## src/rtl/frame_hdr_regs.svh

```systemverilog
// constants for the frame header rewrite block
`ifndef FRAME_HDR_REGS_SVH
`define FRAME_HDR_REGS_SVH
`define ACT_NONE 3'h0
`define ACT_RESERVED 3'h3
`define ACT_EXTRACT 3'h4
`define ACT_EXTRACT_UP_MEP 3'h5
`define POINT_LAST 5'h19
`define KIND_ETHERNET 2'h0
`define MAC_BYTES 8'h0c
`define TAG_BYTES 8'h04
`define STACK_BYTES 4'hc
`define STACK_PAYLOAD_BITS 80
`define IPV4_TYPE_HI 8'h08
`define IPV4_TYPE_LO 8'h00
`define TOS_AFTER_TYPE 8'h03
`define FIFO_DEPTH 16
`endif

```

## src/rtl/frame_hdr_pkg.sv

```systemverilog
// types for the frame header rewrite block
package frame_hdr_pkg;
	// low 26 bits of the internal frame header, msb first
	typedef struct packed {
		logic [2:0] frame_path_action;
		logic [4:0] frame_path_point;
		logic [7:0] cpu_queue_mask;
		logic [1:0] vlan_tag_strip_count;
		logic keep_diffserv_code;
		logic rewrite_diffserv_enable;
		logic [5:0] diffserv_code;
	} ifh_low_type;
	typedef struct packed {
		logic [7:0] data;
		logic sof;
		logic eof;
		logic [4:0] encap_halfword_strip_count;
		logic [1:0] header_kind_after_strip;
		logic stack_insert_enable;
		ifh_low_type internal_frame_header;
	} in_word_type;
	typedef struct packed {
		logic [7:0] data;
		logic sof;
		logic eof;
	} out_word_type;
endpackage

```

## src/rtl/frame_header_rewrite_control.sv

```systemverilog
// frame header rewriter with input fifo
`timescale 1ns/1ps
`include "frame_hdr_regs.svh"

module frame_fifo #(
	parameter int WIDTH = 8,
	parameter int DEPTH = `FIFO_DEPTH
) (
	input wire logic i_clock,
	input wire logic i_rst_n,
	input wire logic i_valid,
	output logic o_ready,
	input wire logic [WIDTH-1:0] i_data,
	output logic o_valid,
	input wire logic i_ready,
	output logic [WIDTH-1:0] o_data
);
	localparam int AW = $clog2(DEPTH);
	logic [WIDTH-1:0] mem [DEPTH];
	logic [AW-1:0] wr_reg, rd_reg;
	logic [AW:0] count_reg, count_next;
	logic push, pop, ready_reg;
	assign push = i_valid && ready_reg;
	assign pop = i_ready && (count_reg != '0);
	assign count_next = count_reg + (AW+1)'(push) - (AW+1)'(pop);
	assign o_ready = ready_reg;
	assign o_valid = count_reg != '0;
	assign o_data = mem[rd_reg];
	always_ff @(posedge i_clock) begin
		if (push)
			mem[wr_reg] <= i_data;
	end
	// ready is a flop of its own, so the upstream sees no gate after it
	always_ff @(posedge i_clock) begin
		if (!i_rst_n) begin
			wr_reg <= '0;
			rd_reg <= '0;
			count_reg <= '0;
			ready_reg <= 1'b1;
		end else begin
			wr_reg <= push ? AW'(wr_reg + 1'b1) : wr_reg;
			rd_reg <= pop ? AW'(rd_reg + 1'b1) : rd_reg;
			count_reg <= count_next;
			ready_reg <= count_next != (AW+1)'(DEPTH);
		end
	end
endmodule // frame_fifo

// Summary of operation
// [RQ1] action field bits 25:23: none, inject, masquerade, extract, loopbacks
// [RQ2] point field bits 22:18: zero none, 1-16 analyzer, 17-25 rewriter
// [RQ3] mask bits 17:10 picks the cpu extraction queues
// [RQ4] rewriter drops as many vlan tags as count bits 9:8 say
// [RQ5] with encap strip and ethernet after it, tags pop from inner layer
// [RQ6] keep bit 7 stops diffserv remapping on front ports
// [RQ7] update bit 6 writes diffserv bits 5:0 into front port frames; code writes ipv4 only, type right after popped tags
// [RQ8] header only steers rewriting or cpu delivery, never transmitted
// [RQ9] cpu side treats extraction header as reference only
// [RQ10] optional stacking header inserted toward node processor or stack
// [RQ11] stacking header is 2-byte ethertype plus 10-byte payload, 12 bytes
// [RQ12] encap count strips that many 2-byte units from frame start
// [RQ13] kind zero means plain ethernet starting at destination mac
// [RQ14] reserved action or unlisted point behave as no action
module frame_header_rewrite_control
	import frame_hdr_pkg::*;
#(
	// arbitrary neutral value
	parameter logic [15:0] STACK_ETHERTYPE = 16'h1234
) (
	input wire logic i_clock,
	input wire logic i_rst_n,
	input wire in_word_type i_in,
	input wire logic i_in_valid,
	output logic o_in_ready,
	input wire logic [`STACK_PAYLOAD_BITS-1:0] i_stack_payload,
	output out_word_type o_out,
	output logic o_out_valid,
	input wire logic i_out_ready,
	output logic o_to_cpu,
	output logic [7:0] o_cpu_queue_mask,
	output logic [2:0] o_frame_path_action,
	output logic [4:0] o_frame_path_point,
	output logic o_runt_frame
);
	in_word_type f_word, hdr_reg, hdr_cur;
	logic f_valid, f_ready;
	frame_fifo #(.WIDTH($bits(in_word_type)), .DEPTH(`FIFO_DEPTH)) u_fifo (
		.i_clock(i_clock),
		.i_rst_n(i_rst_n),
		.i_valid(i_in_valid),
		.o_ready(o_in_ready),
		.i_data(i_in),
		.o_valid(f_valid),
		.i_ready(f_ready),
		.o_data(f_word)
	);

	function automatic logic [7:0] stack_byte(input logic [3:0] idx,
		input logic [15:0] etype, input logic [79:0] pay);
		logic [95:0] all;
		all = {etype, pay};
		stack_byte = all[8'(95 - 8 * idx) -: 8];
	endfunction

	out_word_type out_reg, out_next;
	logic out_valid_reg, cpu_reg, runt_reg, type_hi_reg, ipv4_reg;
	logic [7:0] mask_reg, pos_reg;
	logic [2:0] act_reg;
	logic [4:0] point_reg;
	logic [3:0] ins_reg;
	logic adv, action_ok, to_cpu, rewrite, eth_known, pop_apply;
	logic in_strip, in_pop, drop, insert_now, tos_hit, load, consume;
	logic [7:0] strip_bytes, eth_pos, pop_bytes, type_pos;

	assign hdr_cur = f_word.sof ? f_word : hdr_reg;
	// [RQ14] bad codes fall back
	assign action_ok = hdr_cur.internal_frame_header.frame_path_action != `ACT_RESERVED
		&& hdr_cur.internal_frame_header.frame_path_point <= `POINT_LAST;
	// [RQ1] extraction codes
	assign to_cpu = action_ok
		&& (hdr_cur.internal_frame_header.frame_path_action == `ACT_EXTRACT
		|| hdr_cur.internal_frame_header.frame_path_action == `ACT_EXTRACT_UP_MEP);
	// [RQ8] header steers rewriting or cpu delivery
	assign rewrite = !to_cpu;
	// [RQ13] kind zero is ethernet
	assign eth_known = hdr_cur.encap_halfword_strip_count == 5'h0
		|| hdr_cur.header_kind_after_strip == `KIND_ETHERNET;
	// [RQ5] pop on inner layer only
	assign pop_apply = rewrite && eth_known;
	// [RQ12] halfword strip
	assign strip_bytes = {2'h0, hdr_cur.encap_halfword_strip_count, 1'b0};
	assign in_strip = rewrite && pos_reg < strip_bytes;
	assign eth_pos = pos_reg - strip_bytes;
	// [RQ4] tag bytes after macs; tags are assumed present
	assign pop_bytes = pop_apply
		? 8'({hdr_cur.internal_frame_header.vlan_tag_strip_count, 2'b00}) : 8'h0;
	assign in_pop = !in_strip && eth_pos >= `MAC_BYTES
		&& eth_pos < `MAC_BYTES + pop_bytes;
	assign type_pos = `MAC_BYTES + pop_bytes;
	assign drop = in_strip || in_pop;
	// [RQ10] insertion point right after macs
	assign insert_now = f_valid && pop_apply && hdr_cur.stack_insert_enable
		&& !in_strip && eth_pos == `MAC_BYTES && ins_reg < `STACK_BYTES;
	// only untagged-after-pop ipv4 tos is reachable here
	assign tos_hit = pop_apply && !in_strip && ipv4_reg
		&& eth_pos == type_pos + `TOS_AFTER_TYPE;
	assign adv = !out_valid_reg || i_out_ready;
	assign f_ready = adv && !insert_now;
	assign consume = f_valid && f_ready;
	assign load = adv && (insert_now || (consume && !drop));

	always_comb begin
		out_next = '{data: f_word.data, sof: f_word.sof, eof: f_word.eof};
		if (insert_now) begin
			// [RQ11] twelve inserted bytes
			out_next.data = stack_byte(ins_reg, STACK_ETHERTYPE,
				i_stack_payload);
			out_next.sof = 1'b0;
			out_next.eof = 1'b0;
		// [RQ6] keep wins over update
		end else if (tos_hit && !hdr_cur.internal_frame_header.keep_diffserv_code
			&& hdr_cur.internal_frame_header.rewrite_diffserv_enable) begin
			// [RQ7] diffserv replaced, ecn kept
			out_next.data = {hdr_cur.internal_frame_header.diffserv_code, f_word.data[1:0]};
		end
		// first surviving byte opens the frame
		if (!insert_now && consume && pos_reg != 8'h0 && drop == 1'b0
			&& pos_reg == (rewrite ? strip_bytes : 8'h0)
			&& pos_reg != 8'h0)
			out_next.sof = 1'b1;
	end

	always_ff @(posedge i_clock) begin
		if (!i_rst_n) begin
			out_reg <= '0;
			out_valid_reg <= 1'b0;
		end else if (adv) begin
			out_reg <= out_next;
			out_valid_reg <= load;
		end
	end

	always_ff @(posedge i_clock) begin
		if (!i_rst_n) begin
			hdr_reg <= '0;
			pos_reg <= 8'h0;
			ins_reg <= 4'h0;
			type_hi_reg <= 1'b0;
			ipv4_reg <= 1'b0;
		end else begin
			if (insert_now && adv)
				ins_reg <= ins_reg + 4'h1;
			if (consume) begin
				if (f_word.sof)
					hdr_reg <= f_word;
				pos_reg <= (pos_reg == 8'hff) ? pos_reg : pos_reg + 8'h1;
				type_hi_reg <= eth_pos == type_pos && !in_strip
					&& f_word.data == `IPV4_TYPE_HI;
				if (eth_pos == type_pos + 8'h1 && !in_strip)
					ipv4_reg <= type_hi_reg
						&& f_word.data == `IPV4_TYPE_LO;
				if (f_word.eof) begin
					pos_reg <= 8'h0;
					ins_reg <= 4'h0;
					ipv4_reg <= 1'b0;
				end
			end
		end
	end

	// per-frame steering for the cpu side
	always_ff @(posedge i_clock) begin
		if (!i_rst_n) begin
			cpu_reg <= 1'b0;
			mask_reg <= 8'h0;
			act_reg <= `ACT_NONE;
			point_reg <= 5'h0;
			runt_reg <= 1'b0;
		end else begin
			runt_reg <= consume && f_word.eof && drop;
			if (consume && f_word.sof) begin
				cpu_reg <= to_cpu;
				// [RQ3] mask delivered with extracted frames
				mask_reg <= to_cpu ? f_word.internal_frame_header.cpu_queue_mask : 8'h0;
				// [RQ2] point kept only when listed
				act_reg <= action_ok ? f_word.internal_frame_header.frame_path_action
					: `ACT_NONE;
				point_reg <= action_ok ? f_word.internal_frame_header.frame_path_point : 5'h0;
			end
		end
	end

	assign o_out = out_reg;
	assign o_out_valid = out_valid_reg;
	assign o_to_cpu = cpu_reg;
	assign o_cpu_queue_mask = mask_reg;
	assign o_frame_path_action = act_reg;
	assign o_frame_path_point = point_reg;
	assign o_runt_frame = runt_reg;
endmodule // frame_header_rewrite_control

```

## config.mk

```make
export PLATFORM = sky130hd
export DESIGN_NAME = frame_header_rewrite_control
export DESIGN_NICKNAME = d
export VERILOG_FILES = /design/src/rtl/frame_hdr_pkg.sv /design/src/rtl/frame_header_rewrite_control.sv
export VERILOG_INCLUDE_DIRS = /design/src /design/src/rtl
export SDC_FILE = /design/constraint.sdc
export NUM_CORES = 1
export LEC_CHECK = 0
export BUFFER_PORTS_ARGS = -buffer_cell sky130_fd_sc_hd__buf_2
export CAP_MARGIN = 0
export CORE_AREA = 5 5 221 277
export CTS_CLUSTER_DIAMETER = 80
export DETAILED_ROUTE_END_ITERATION = 7
export DIE_AREA = 0 0 226 282
export HOLD_SLACK_MARGIN = 0.12
export PLACE_DENSITY = 0.75
export SLEW_MARGIN = 20
export SYNTH_ARGS = -nofsm -noshare
export SYNTH_HDL_FRONTEND = slang
export SYNTH_HIERARCHICAL = 1
export SYNTH_SLANG_ARGS = --single-unit
export TNS_END_PERCENT = 50
```

## constraint.sdc

```tcl
create_clock -name i_clock -period 6.05 [get_ports i_clock]
set_clock_uncertainty 0.2 [all_clocks]
set_input_delay 0.605 -clock i_clock [delete_from_list [all_inputs] [get_ports i_clock]]
set_output_delay 0.605 -clock i_clock [all_outputs]
set_load 0.01 [all_outputs]
```

==> out/results.ini <==
[synthesis]
synth_flop_cell = edfxtp_1
synthMostInstantiatedCell = edfxtp_1
syn_nets = 1875
synth_edf_count = 704
ys_warn_count = 6
synth_seq_area_share_pct = 71.9
syn_area_sq_mm = 0.0318
synth-seq-cells = 790
syn_area_per_cell_sq_um = 18.5
synth_area_leaders = edfxtp_1 67%, mux4_2 14%, dfxtp_1 5.4%, a22oi_1 2.2%, nand2_1 1.4%
syn_inst = 1721
ys_top_cells_by_count = 704 x edfxtp_1, 192 x mux4_2, 119 x nand2_1, 92 x a22oi_1, 86 x dfxtp_1
synth_cell_type_count = 71
yosysTopAreaCell = edfxtp_1
synth_top_area_share_pct = 66.5
async_flop_share_pct = 0

[detailed_routing]
num_vias = 17300
wirelength_um = 76100
wl_per_cell_um = 28.1
drc = 0
drt_pass1_iterations = 5
viasPerCell = 6.38
drtAntennaViolNets = 0
drtIter0Drc = 1897

[placed_design]
dpl.hpwl_um = 42400
gp_congestion = 0.920
placedInstanceArea_sq_mm = 0.0335
port_buffers = 157

[setup_path]
r2r_slack_ns = 0.38
cp_top_family = adder cells
end_kind = flip-flop
cp_num_buf_inv = 3
critPathKind = reg -> reg
cp_slowest_cell = dfxtp_4
ff2ff_path_depth = 22
path_depth = 22
start_kind = flip-flop
max_stage_delay_ns = 0.63
crit_chain = mux4_2, a22oi_1, nand2_2, buf_4, mux2i_2, fa_1, a21o_1, a21oi_1, xnor2_1, nor4_4, and3_1, nor2_1, nand2_1, inv_1, ha_1, inv_1, ha_1, fa_1, a21oi_1, o21bai_1, mux2i_1, nand3_1
cp.arrival_ns = 5.96
cp_max_fo = 30
crit_required_ns = 6.34

[global_routing]
antenna_found_initial = 3
grt_util_all_layers_pct = 23.8
grt_max_degree = 101
grt_pass1_vias = 17700
overflow = 0
grt_pass1_wl_um = 112000

[die]
start_util_pct = 54.7
die_h_um = 282
coreArea_sq_mm = 0.0581
std_cell_rows = 99
ios = 158
fp.dieW_um = 226
dieArea_sq_mm = 0.0637

[hold_path]
hold_path_depth = 1
hp-class = in -> reg

[sta]
rsz0062_at_grt = false
fin_crit_sh_pct = 93.7
max_clock_freq_ghz = 0.176
hold_viol = 0
setup_viol = 0
drv_slew = 0
period_needed_ns = 5.67
worst_pin_slew_ns = 1.15
setup_tns_ns = 0
max_slew_margin_pct = 22.9

[clock_tree]
cts_num_sinks = 790
clkSlewWorstSetupHoldPaths_ns = 0.07
clkLatencyLatePin_ns = 0.63
htree_levels = 3
cts_buffers = 71
cts-root-buf = clkbuf_16
cts_tree = built
clock_path_buffers = 3

[power_and_ir_drop]
seqPwrFrac_pct = 42.8
powerDensity_mw_per_mm2 = 419
pwr-share-comb_pct = 27.8
p_int_uw = 10600
ir_worst_vdd_mv = 0.252
p_clk_share_pct = 29.4
sw_frac_of_total_pct = 29.6
power.leakage_uw = 0.0118
power_switching_uw = 4450

[final_layout]
fill_cells = 3930
design_area_sq_mm = 0.0359
largest_reg_flops = 704
multiInputGateArea_sq_mm = 0.00842
synthToLayoutAreaGrowth_pct = 13.1
finalNetCount = 2052
drive_gt1_share_pct = 28.5
seq_area_sq_mm = 0.0229

[flow_run]
maxCapViolCount = 0

[run_status]
status = finished, final reports clean

## kinds of logic after synthesis
logic type	share of synthesized area [%]
flops	71.9
mux	15.2
buf+inv	2.06
fa+ha+maj	1.07
compound gates	4.56
xor+xnor	0.413
simple gates	4.73
## timing repair
action	in CTS	in global routing
setup endpoints to repair	0	4
resized for setup	0	5
setup buffers	0	4
hold buffers	5	0
hold endpoints to repair	34	0
## power by group through the flow
stage | Combinational (uW) | Sequential, uW | Clock [uW]
floorplan | 3080 | 6490 | 0
global placement | 3980 | 6550 | 0
detailed placement | 4050 | 6570 | 0
CTS | 4100 | 6450 | 4510
global route | 4500 | 6470 | 4740
finish | 4180 | 6450 | 4440
## per-layer routing
layer  share of wire [%]  global-route usage (%)  up-vias
met5               0.026                       0        -
met4                 3.0                    8.18        2
met3                 8.9                    3.60      142
met2                  51                    40.1      879
met1                  37                    32.3     8913
li1                    -                       -     7363
## cell type report
cell class / count / share of cell area, %
inverter: 23 / 0.240
tap: 757 / 2.64
clock inverter: 48 / 1.29
sequential: 790 / 63.6
antenna: 1 / 0.00696
timing repair buffer: 214 / 3.66
multi-input combinational: 798 / 23.4
clock buffer: 82 / 5.11
## placed cells by master, fill, tap and decap left out, drive strengths merged, types with 26 or more instances in the layout
cell type  instances
a21oi             28
a22oi             92
buf              207
clkbuf            84
clkinv            33
dfxtp             86
edfxtp           704
inv               26
mux2i             36
mux4             192
nand2            120
nand3             42
nor2              49
o21ai             35
## stage by stage
stage / power, uW / hold slack (ns) / util (%) / setup WS (ns) / instances
after floorplan: 9570 / 0.223 / - / 0.342 / 1721
after global placement: 10500 / 0.233 / 57.6 / 0.366 / 2570
after global routing: 15700 / 0.146 / 61.9 / 0.0629 / 2713
final: 15100 / 0.155 / 61.9 / 0.383 / 2713
after CTS: 15100 / 0.122 / 61.7 / 0.119 / 2706
after detailed placement: 10600 / 0.240 / 57.6 / 0.185 / 2571
## final timing paths
kind | startpoint | end
worst min register to register | hdr_reg[0] | hdr_reg[0]
worst min-delay path | i_in[22] | u_fifo/mem[13][22]
worst max-delay path | flip-flop | u_fifo/o_ready
worst max register to register | flip-flop | u_fifo/o_ready
(Power assumes the default switching activity.)
